===== src/logic/tsm_pkg.sv =====
`default_nettype none
package tsm_pkg;
  // Sequencer limits
  localparam int MAX_STATES = 16;
  localparam int NUM_TALLY = 4;
  localparam int CNT_W = 16;
  localparam int MAX_CMP = 16;
  localparam logic [CNT_W-1:0] CNT_ONE = 16'h0001;
  localparam logic [3:0] FIRST_STATE = 4'h0;

  // APB register map, byte addresses
  localparam int ADDR_W = 12;
  localparam logic [ADDR_W-1:0] OFF_CTRL = 12'h000;
  localparam logic [ADDR_W-1:0] OFF_STATUS = 12'h004;
  localparam logic [ADDR_W-1:0] OFF_TALLY_AB = 12'h008;
  localparam logic [ADDR_W-1:0] OFF_TALLY_CD = 12'h00C;
  localparam logic [ADDR_W-1:0] OFF_KCMP_BASE = 12'h010;
  localparam logic [ADDR_W-1:0] OFF_STATE_BASE = 12'h100;
  localparam logic [ADDR_W-1:0] OFF_CMP_BASE = 12'h200;
  // Word select within a state or comparator block
  localparam logic [1:0] WSEL_ACT = 2'h0;
  localparam logic [1:0] WSEL_COND1 = 2'h1;
  localparam logic [1:0] WSEL_COND2 = 2'h2;
  localparam logic [1:0] WSEL_OP = 2'h0;
  localparam logic [1:0] WSEL_VAL = 2'h1;
  localparam logic [1:0] WSEL_MASK = 2'h2;
  localparam logic [1:0] WSEL_NONE = 2'h3;

  // CTRL fields
  localparam int CTRL_ARM_BIT = 0;
  localparam int CTRL_RUN_BIT = 1;
  // STATUS fields
  localparam int STAT_STATE_LSB = 0;
  localparam int STAT_FLAG_LSB = 4;
  localparam int STAT_FIRED_BIT = 8;
  localparam int STAT_RUN_BIT = 9;
  // State action word fields
  localparam int ACT_BR_LSB = 0;
  localparam int ACT_T0_LSB = 2;
  localparam int ACT_T1_LSB = 6;
  localparam int ACT_T2_LSB = 10;
  localparam int ACT_TRIG_BIT = 14;
  localparam int ACT_INC_LSB = 15;
  localparam int ACT_CLR_LSB = 19;
  localparam int ACT_FSET_LSB = 23;
  localparam int ACT_FCLR_LSB = 27;
  // Condition word fields
  localparam int COND_SEL_LSB = 0;
  localparam int COND_POR_BIT = 16;
  localparam int COND_USEK_BIT = 17;
  localparam int COND_KSEL_LSB = 18;
  localparam int COND_JOR_BIT = 20;
  // Tally comparator word fields
  localparam int KCMP_NE_BIT = 16;

  typedef enum logic [1:0] {BR_ONE, BR_TWO, BR_THREE} tsm_branch_e;
  typedef enum logic [3:0] {
    CMP_EQ, CMP_NE, CMP_GT, CMP_LT, CMP_GE, CMP_LE,
    CMP_RISE, CMP_FALL, CMP_BOTH, CMP_NONE
  } tsm_cmp_op_e;
endpackage
`default_nettype wire


===== src/logic/tsm_sequencer.sv =====
// How it works
// - Up to sixteen states, one branch each.
// - Branch kind chosen per state independently.
// - One-way goes to its target unconditionally.
// - Two-way picks first target or alternative.
// - Three-way: cond one, else two, else default.
// - Four independent sixteen-bit event tallies.
// - Clear action zeroes the selected tally.
// - Increment action adds one to tally.
// - Four markers set, cleared, visible outside.
// - Trigger action raises the trigger event.
// - Probe ports carry 1..16 build-time comparators.
// - Probe compare: eq, ne, gt, lt, ge, le.
// - Constant probe-wide, per-bit don't-care always matches.
// - One-bit probes detect rise, fall, both, none.
// - Conditions only steer two- and three-way branches.
// - One comparator per tally, program wide.
// - Tally comparator tests equal or not-equal.
// - Tally compares use full sixteen bits.
// - Probe results joined by all-AND or all-OR.
// - Probe result joined with tally by AND/OR.
`timescale 1ns/1ps
`default_nettype none
module tsm_sequencer import tsm_pkg::*; #(
  parameter int PROBE_W = 8,
  parameter int NUM_CMP = 4,
  parameter int NUM_BIT_CMP = 2
) (
  // Clock and reset
  input wire logic pclk,
  input wire logic presetn,
  // APB slave
  input wire logic psel,
  input wire logic penable,
  input wire logic pwrite,
  input wire logic [ADDR_W-1:0] paddr,
  input wire logic [31:0] pwdata,
  output logic [31:0] prdata,
  output logic pready,
  output logic pslverr,
  // Probes from the user design, same clock
  input wire logic [PROBE_W-1:0] probe_bus,
  input wire logic probe_bit,
  // Sequencer outputs
  output logic trigger_event,
  output logic [3:0] seq_state,
  output logic progress_marker_a,
  output logic progress_marker_b,
  output logic progress_marker_c,
  output logic progress_marker_d
);
  // the multi-bit port gets NUM_CMP comparators, the one-bit port the rest
  localparam int NCMP = NUM_CMP + NUM_BIT_CMP;

  typedef struct packed {
    logic [MAX_STATES-1:0][31:0] act;
    logic [MAX_STATES-1:0][31:0] c1;
    logic [MAX_STATES-1:0][31:0] c2;
    logic [NCMP-1:0][3:0] cop;
    logic [NCMP-1:0][PROBE_W-1:0] cval;
    logic [NCMP-1:0][PROBE_W-1:0] cmask;
    logic [NUM_TALLY-1:0][CNT_W-1:0] kval;
    logic [NUM_TALLY-1:0] kne;
    logic [NUM_TALLY-1:0][CNT_W-1:0] cnt;
    logic [NUM_TALLY-1:0] flag;
    logic [3:0] st;
    logic run;
    logic trig;
    logic fired;
    logic prev_bit;
    logic [31:0] rdata;
    logic slverr;
  } tsm_regs_s;

  tsm_regs_s r;
  tsm_regs_s next_r;

  // six relational tests on masked values
  // mask on both sides, don't-care matches
  function automatic logic cmp_hit(input logic [3:0] op, input logic [PROBE_W-1:0] v,
                                   input logic [PROBE_W-1:0] c, input logic [PROBE_W-1:0] m,
                                   input logic one_bit, input logic cur, input logic prv);
    logic [PROBE_W-1:0] a;
    logic [PROBE_W-1:0] b;
    logic res;
    a = v & m;
    b = c & m;
    res = 1'b0;
    case (tsm_cmp_op_e'(op))
      CMP_EQ: res = (a == b);
      CMP_NE: res = (a != b);
      CMP_GT: res = (a > b);
      CMP_LT: res = (a < b);
      CMP_GE: res = (a >= b);
      CMP_LE: res = (a <= b);
      // edge tests are only honoured on the one-bit port
      CMP_RISE: res = one_bit & ~prv & cur;
      CMP_FALL: res = one_bit & prv & ~cur;
      CMP_BOTH: res = one_bit & (prv ^ cur);
      CMP_NONE: res = one_bit & ~(prv ^ cur);
      default: res = 1'b0;
    endcase
    return res;
  endfunction

  logic [MAX_CMP-1:0] cres;
  logic [NUM_TALLY-1:0] kres;

  always_comb begin
    cres = '0;
    for (int i = 0; i < NCMP; i++) begin
      if (i < NUM_CMP) begin
        cres[i] = cmp_hit(r.cop[i], probe_bus, r.cval[i], r.cmask[i], 1'b0, 1'b0, 1'b0);
      end else begin
        cres[i] = cmp_hit(r.cop[i], {{(PROBE_W-1){1'b0}}, probe_bit}, r.cval[i],
                          r.cmask[i], 1'b1, probe_bit, r.prev_bit);
      end
    end
  end

  always_comb begin
    for (int k = 0; k < NUM_TALLY; k++) begin
      // equal, or not-equal via the invert bit
      kres[k] = (r.cnt[k] == r.kval[k]) ^ r.kne[k];
    end
  end

  // Empty probe set is the identity of its operator, so a tally-only
  // condition needs the probe and join operators to match.
  function automatic logic cond_eval(input logic [31:0] w, input logic [MAX_CMP-1:0] hits,
                                     input logic [NUM_TALLY-1:0] kh);
    logic [MAX_CMP-1:0] sel;
    logic pres;
    logic kr;
    logic res;
    sel = w[COND_SEL_LSB +: MAX_CMP];
    // one operator across all selected probe comparators
    pres = w[COND_POR_BIT] ? |(hits & sel) : &(hits | ~sel);
    kr = kh[w[COND_KSEL_LSB +: 2]];
    // independent join operator with the tally result
    if (!w[COND_USEK_BIT]) begin
      res = pres;
    end else if (w[COND_JOR_BIT]) begin
      res = pres | kr;
    end else begin
      res = pres & kr;
    end
    return res;
  endfunction

  // Current state program fields
  logic [31:0] cur_act;
  logic [1:0] cur_br;
  logic [3:0] tgt0;
  logic [3:0] tgt1;
  logic [3:0] tgt2;
  logic [NUM_TALLY-1:0] inc_sel;
  logic [NUM_TALLY-1:0] clr_sel;
  logic [NUM_TALLY-1:0] fset_sel;
  logic [NUM_TALLY-1:0] fclr_sel;
  logic cond1;
  logic cond2;
  logic [3:0] succ;

  // the state index picks one program slot of sixteen
  assign cur_act = r.act[r.st];
  assign cur_br = cur_act[ACT_BR_LSB +: 2];
  assign tgt0 = cur_act[ACT_T0_LSB +: 4];
  assign tgt1 = cur_act[ACT_T1_LSB +: 4];
  assign tgt2 = cur_act[ACT_T2_LSB +: 4];
  assign inc_sel = cur_act[ACT_INC_LSB +: NUM_TALLY];
  assign clr_sel = cur_act[ACT_CLR_LSB +: NUM_TALLY];
  assign fset_sel = cur_act[ACT_FSET_LSB +: NUM_TALLY];
  assign fclr_sel = cur_act[ACT_FCLR_LSB +: NUM_TALLY];
  assign cond1 = cond_eval(r.c1[r.st], cres, kres);
  assign cond2 = cond_eval(r.c2[r.st], cres, kres);

  always_comb begin
    unique case (tsm_branch_e'(cur_br))
      BR_ONE: succ = tgt0;
      BR_TWO: succ = cond1 ? tgt0 : tgt1;
      // priority cond one, then cond two, then default
      BR_THREE: succ = cond1 ? tgt0 : (cond2 ? tgt1 : tgt2);
      // conditions have no effect outside two/three-way
      default: succ = tgt0;
    endcase
  end

  // APB decode
  logic setup;
  logic access;
  logic wr;
  logic arm;
  logic exec;
  logic [3:0] blk;
  logic [1:0] wsel;
  logic hit_state;
  logic hit_cmp;
  logic hit_kcmp;
  logic hit_ro;
  logic mapped;

  assign setup = psel & ~penable;
  assign access = psel & penable;
  assign wr = access & pwrite & ~r.slverr;
  assign blk = paddr[7:4];
  assign wsel = paddr[3:2];
  assign hit_state = (paddr[11:8] == OFF_STATE_BASE[11:8]) && (wsel != WSEL_NONE);
  assign hit_cmp = (paddr[11:8] == OFF_CMP_BASE[11:8]) && (wsel != WSEL_NONE) && (blk < NCMP);
  assign hit_kcmp = (paddr[11:4] == OFF_KCMP_BASE[11:4]);
  assign hit_ro = (paddr == OFF_STATUS) || (paddr == OFF_TALLY_AB) || (paddr == OFF_TALLY_CD);
  assign mapped = (paddr[1:0] == 2'h0) &&
                  (hit_state || hit_cmp || hit_kcmp || paddr == OFF_CTRL || (hit_ro && !pwrite));
  // arm restarts the program from a clean slate
  assign arm = wr && (paddr == OFF_CTRL) && pwdata[CTRL_ARM_BIT];
  // one step per clock while running and not being re-armed
  assign exec = r.run & ~arm;

  always_comb begin
    next_r = r;
    next_r.trig = 1'b0;
    next_r.prev_bit = probe_bit;

    // Read data is captured in the setup cycle, so the access cycle answers at once
    if (setup) begin
      next_r.slverr = ~mapped;
      next_r.rdata = '0;
      if (paddr == OFF_CTRL) begin
        next_r.rdata[CTRL_RUN_BIT] = r.run;
      end else if (paddr == OFF_STATUS) begin
        next_r.rdata[STAT_STATE_LSB +: 4] = r.st;
        next_r.rdata[STAT_FLAG_LSB +: NUM_TALLY] = r.flag;
        next_r.rdata[STAT_FIRED_BIT] = r.fired;
        next_r.rdata[STAT_RUN_BIT] = r.run;
      end else if (paddr == OFF_TALLY_AB) begin
        next_r.rdata = {r.cnt[1], r.cnt[0]};
      end else if (paddr == OFF_TALLY_CD) begin
        next_r.rdata = {r.cnt[3], r.cnt[2]};
      end else if (hit_kcmp) begin
        next_r.rdata[CNT_W-1:0] = r.kval[wsel];
        next_r.rdata[KCMP_NE_BIT] = r.kne[wsel];
      end else if (hit_state) begin
        unique case (wsel)
          WSEL_ACT: next_r.rdata = r.act[blk];
          WSEL_COND1: next_r.rdata = r.c1[blk];
          default: next_r.rdata = r.c2[blk];
        endcase
      end else if (hit_cmp) begin
        unique case (wsel)
          WSEL_OP: next_r.rdata[3:0] = r.cop[blk];
          WSEL_VAL: next_r.rdata[PROBE_W-1:0] = r.cval[blk];
          default: next_r.rdata[PROBE_W-1:0] = r.cmask[blk];
        endcase
      end
    end

    // Sequencer step
    if (exec) begin
      next_r.st = succ;
      for (int k = 0; k < NUM_TALLY; k++) begin
        // clear has priority over increment in the same state
        if (clr_sel[k]) begin
          next_r.cnt[k] = '0;
        end else if (inc_sel[k]) begin
          next_r.cnt[k] = CNT_W'(r.cnt[k] + CNT_ONE);
        end
        // set wins when one state both sets and clears
        if (fset_sel[k]) begin
          next_r.flag[k] = 1'b1;
        end else if (fclr_sel[k]) begin
          next_r.flag[k] = 1'b0;
        end
      end
      if (cur_act[ACT_TRIG_BIT]) begin
        next_r.trig = 1'b1;
        next_r.fired = 1'b1;
      end
    end

    // Register writes
    if (wr) begin
      if (paddr == OFF_CTRL) begin
        next_r.run = pwdata[CTRL_RUN_BIT];
        // arm clears tallies, markers and restarts at state zero
        if (pwdata[CTRL_ARM_BIT]) begin
          next_r.st = FIRST_STATE;
          next_r.cnt = '0;
          next_r.flag = '0;
          next_r.fired = 1'b0;
        end
      end else if (hit_kcmp) begin
        next_r.kval[wsel] = pwdata[CNT_W-1:0];
        next_r.kne[wsel] = pwdata[KCMP_NE_BIT];
      end else if (hit_state) begin
        unique case (wsel)
          WSEL_ACT: next_r.act[blk] = pwdata;
          WSEL_COND1: next_r.c1[blk] = pwdata;
          default: next_r.c2[blk] = pwdata;
        endcase
      end else if (hit_cmp) begin
        unique case (wsel)
          WSEL_OP: next_r.cop[blk] = pwdata[3:0];
          WSEL_VAL: next_r.cval[blk] = pwdata[PROBE_W-1:0];
          default: next_r.cmask[blk] = pwdata[PROBE_W-1:0];
        endcase
      end
    end
  end

  // reset puts the machine in state zero with everything cleared
  always_ff @(posedge pclk or negedge presetn) begin
    if (!presetn) begin
      r <= '0;
    end else begin
      r <= next_r;
    end
  end

  assign prdata = r.rdata;
  assign pready = access;
  assign pslverr = access & r.slverr;
  assign trigger_event = r.trig;
  assign seq_state = r.st;
  assign progress_marker_a = r.flag[0];
  assign progress_marker_b = r.flag[1];
  assign progress_marker_c = r.flag[2];
  assign progress_marker_d = r.flag[3];
endmodule // tsm_sequencer
`default_nettype wire

===== config.mk =====
export PLATFORM = sky130hd
export DESIGN_NAME = tsm_sequencer
export DESIGN_NICKNAME = d
export VERILOG_FILES = /design/src/logic/tsm_pkg.sv /design/src/logic/tsm_sequencer.sv
export SDC_FILE = /design/constraint.sdc
export NUM_CORES = 2
export LEC_CHECK = 0
export ABC_AREA = 0
export BUFFER_PORTS_ARGS = -buffer_cell sky130_fd_sc_hd__buf_2
export CORE_ASPECT_RATIO = 0.6
export CORE_MARGIN = 5
export CORE_UTILIZATION = 69
export DETAILED_ROUTE_END_ITERATION = 8
export GPL_TIMING_DRIVEN = 1
export HOLD_SLACK_MARGIN = 0.08
export PLACE_DENSITY_LB_ADDON = 0.05
export SYNTH_ARGS = -nofsm -noshare
export SYNTH_HDL_FRONTEND = slang
export SYNTH_SLANG_ARGS = --single-unit

===== constraint.sdc =====
create_clock -name pclk -period 10.8 [get_ports pclk]
set_clock_uncertainty 0.2 [all_clocks]
set_input_delay 0 -clock pclk [delete_from_list [all_inputs] [get_ports pclk]]
set_output_delay 0 -clock pclk [all_outputs]
set_load 0.01 [all_outputs]

==> results.cfg <==
[cts]
worst_skew_pair.late_latency_ns = 0.81
cts_inserted_buffers = 167
cts_tree = done
clkSinkCount = 1833
htree_num_levels = 4
post_cts_resize_count = 0
cts_hold_repair.buffers = 63
post_cts.repair.setup_buffers = 0
cts.reportedPaths.clkPinSlew_ns = 0.06
cts_root_buf = clkbuf_16
cts_buffer_depth = 3

[place]
dpl_ws_ns = 5.48
gpl.final_weighted_congestion = 0.967
portBuffers = 100
dp.final_hpwl_um = 171000
place_inst = 7743

[cells_and_area]
layout.nets = 6256
filler_cell_count = 8388
layoutNonFillerInstCount = 8109
area_added_between_synthesis_and_finish_pct = 8.14
post_route_cells_drive_above_1_share = 0.486

[floorplan]
design.die.area_mm2 = 0.144
start_util = 0.692
die_height_um = 296
num_rows = 105
core-area_mm2 = 0.136
die_x_um = 487
design.portCount = 101

[yosys]
syn_avg_cell_area_um2 = 14.9
yosys_register_bits = 1833
synthesis.nets = 6423
synth.lib_cells_used.distinct = 83
synth_async_sr_flop_share = 1.00
yosysSeqAreaShare = 0.487
synth-warning-count = 0
synth_top_flop_cell = dfrtp_1
synth-edff-count = 0
syn-cell-area_mm2 = 0.0941
syn-instance-count = 6323

[flow_run]
max_cap_violations = 0

[worst_setup_path]
worst_r2r_endpoint = seq_state[0]$_DFF_PN0_
regToRegStartpoint = seq_state[0]$_DFF_PN0_
worst_setup_path_end_kind = flip-flop
crit_path_start_kind = flip-flop
data_required_time_of_the_worst_path_ns = 11.25
r2r_setup_slack_ns = 5.41
data_arrival_at_the_endpoint_of_the_critical_path_ns = 5.84
timing.reg2reg.worst_path_depth = 11
critical_path_peak_fanout = 81
path_class = reg2reg

[detailed_routing]
remaining_drc_errors = 0
routed_len_inst_um = 34.4
drt-initial-drc-count = 7575
ant_nets = 0
drt_wl_total_um = 279000
first_pass_iters = 6
routed-via-count = 60600
vias_per_cell = 7.47

[min_path]
worstHoldPathCells = 3
hold_class = in2out
timing.hold.worst.start = penable
hold_end = pready

[timing]
final.setup.tns_ns = 0
setup_viol = 0
rsz0062_at_grt = false
timing.slew.headroom = 0.0956
final_hold_viol_count = 0
maxSlewViolCount = 0
timing.final.crit_period_ns = 5.39
worst-slew-pin-transition_ns = 1.35
final.period_utilization = 0.499
worst_slack_setup_final_ns = 5.41
clock.fmax_ghz = 0.186

[global_route]
grt_overflow = 0
first_pass_grt_wire_length_um = 416000
number_of_global_route_vias_before_repair = 60300
grt_start_max_net_pins = 199
grt.total_usage = 0.393
initial_antenna_violation_count = 10

[run_status]
outcome = completed

[pwr]
power.density_mw_per_mm2 = 135
p_leak_nw = 47.6
ir_worst_vdd_v = 0.000126
## synthesized netlist by cell type (all sizes together) (4+ instances only)
master	n	area, um^2
a211o	4	35.0
a211oi	5	47.5
a21boi	6	45.0
a21o	6	45.0
a21oi	96	480
a221o	7	70.1
a221oi	12	105
a22o	9	78.8
a22oi	22	165
a311oi	6	52.6
and2	47	294
and3	27	170
buf	292	1530
clkbuf	325	1280
dfrtp	1833	45900
ha	42	526
inv	39	146
mux2	1728	19500
mux2i	70	701
mux4	776	17500
nand2	206	773
nand2b	18	113
nand3	55	275
nand4	46	288
nor2	134	510
nor2b	24	150
nor3	34	170
nor3b	4	30.0
nor4	65	413
nor4b	9	78.8
o211ai	11	82.6
o21ai	145	726
o21bai	6	45.0
o221ai	4	35.0
o22ai	8	50.1
o311ai	4	35.0
o31ai	6	58.8
or3	19	119
or4	10	75.1
xnor2	100	876
xor2	17	149
## per-stage QoR
step | power [mW] | utilization | hold slack [ns] | instance area [um^2]
after floorplan | 7.31 | - | -0.496 | 94100
after global placement | 7.59 | 0.701 | -0.117 | 95400
after detailed placement | 7.60 | 0.701 | -0.0991 | 95400
after CTS | 13.8 | 0.748 | 0.153 | 102000
after global routing | 14.1 | 0.748 | 0.174 | 102000
final | 13.8 | 0.748 | 0.156 | 102000
## cells by family after synthesis
logic type               after synthesis  synth area share
multiplexers                        2574             0.401
flip-flops                          1833             0.487
AND/OR/NAND/NOR                      715            0.0382
buffers and inverters                656            0.0314
AO/OA/AOI/OAI                        386            0.0259
XOR/XNOR                             117            0.0109
adder cells (fa/ha/maj)               42           0.00558
## area by class of cell
class | count | area, um^2 | area share
multi-input cells | 3834 | 45500 | 0.447
well taps | 1819 | 2280 | 0.0224
inverters | 39 | 146 | 0.00144
clock buffers | 234 | 4880 | 0.0480
diodes | 2 | 5.00 | 0.0000492
clock inverters | 67 | 855 | 0.00840
repair buffers | 281 | 2230 | 0.0219
flip-flops and latches | 1833 | 45900 | 0.451
## routing by layer
layer | vias to the layer above | track usage | routed length [um]
met5 | - | 0.0113 | 591
met4 | 16 | 0.0981 | 6880
met3 | 492 | 0.170 | 41600
met2 | 3796 | 0.527 | 116000
met1 | 32500 | 0.596 | 114000
li1 | 23700 | - | -
## how the worst max path moves through the flow
stage,end,slack [ns],from,depth (start not counted)
finish,seq_state[0]$_DFF_PN0_,5.41,seq_state[0]$_DFF_PN0_,11
global route,seq_state[1]$_DFF_PN0_,5.16,seq_state[0]$_DFF_PN0_,11
CTS,seq_state[0]$_DFF_PN0_,5.45,seq_state[0]$_DFF_PN0_,11
detailed placement,seq_state[0]$_DFF_PN0_,5.48,seq_state[0]$_DFF_PN0_,11
global placement,seq_state[2]$_DFF_PN0_,5.52,seq_state[0]$_DFF_PN0_,11
floorplan,seq_state[0]$_DFF_PN0_,6.58,seq_state[0]$_DFF_PN0_,15
## critical path: stages, from the launching register on
cell      delay [ns]
dfrtp_4         0.67
buf_12          0.54
buf_4           0.86
mux4_2          0.61
mux2_2          0.29
o21ai_0         0.60
nand4b_1        0.22
a211oi_2        0.09
o21ai_1         0.51
a21boi_1        0.13
o311ai_1        0.31
o211ai_1        0.16
## placed cells by master, fill, tap and decap left out, types with 26 or more instances in the layout
master | Yosys | layout
buf_4 | 42 | 110
and3_1 | 26 | 26
ha_1 | 42 | 42
mux2i_1 | 70 | 70
clkinv_2 | 0 | 32
and2_1 | 46 | 46
nand2_1 | 206 | 169
inv_1 | 39 | 39
clkbuf_8 | 6 | 43
dlygate4sd3_1 | 0 | 62
mux2_2 | 1728 | 1728
nor4_1 | 64 | 63
o21ai_0 | 143 | 143
xnor2_1 | 100 | 100
nor2_1 | 133 | 126
dfrtp_1 | 1833 | 1829
mux4_2 | 756 | 756
nand3_1 | 55 | 55
nand2_2 | 0 | 37
nand4_1 | 46 | 46
nor3_1 | 34 | 28
a21oi_1 | 96 | 96
buf_2 | 80 | 92
clkbuf_16 | 0 | 168
## sequential cells by signal, indices dropped and copies added, names as in the netlist
signal,flops
r,1792
prdata,32
seq_state,4
progress_marker_a,1
progress_marker_b,1
progress_marker_c,1
progress_marker_d,1
trigger_event,1
## where the power goes
group / switching [mW] / internal, mW / leakage (nW) / total, mW
clock: 2.76 / 3.51 / 2.83 / 6.27
sequential: 0.0125 / 6.88 / 25.6 / 6.89
combinational: 0.447 / 0.157 / 19.2 / 0.604
total: 3.22 / 10.5 / 47.6 / 13.8
Note: power is estimated with default switching activity, not from simulation.
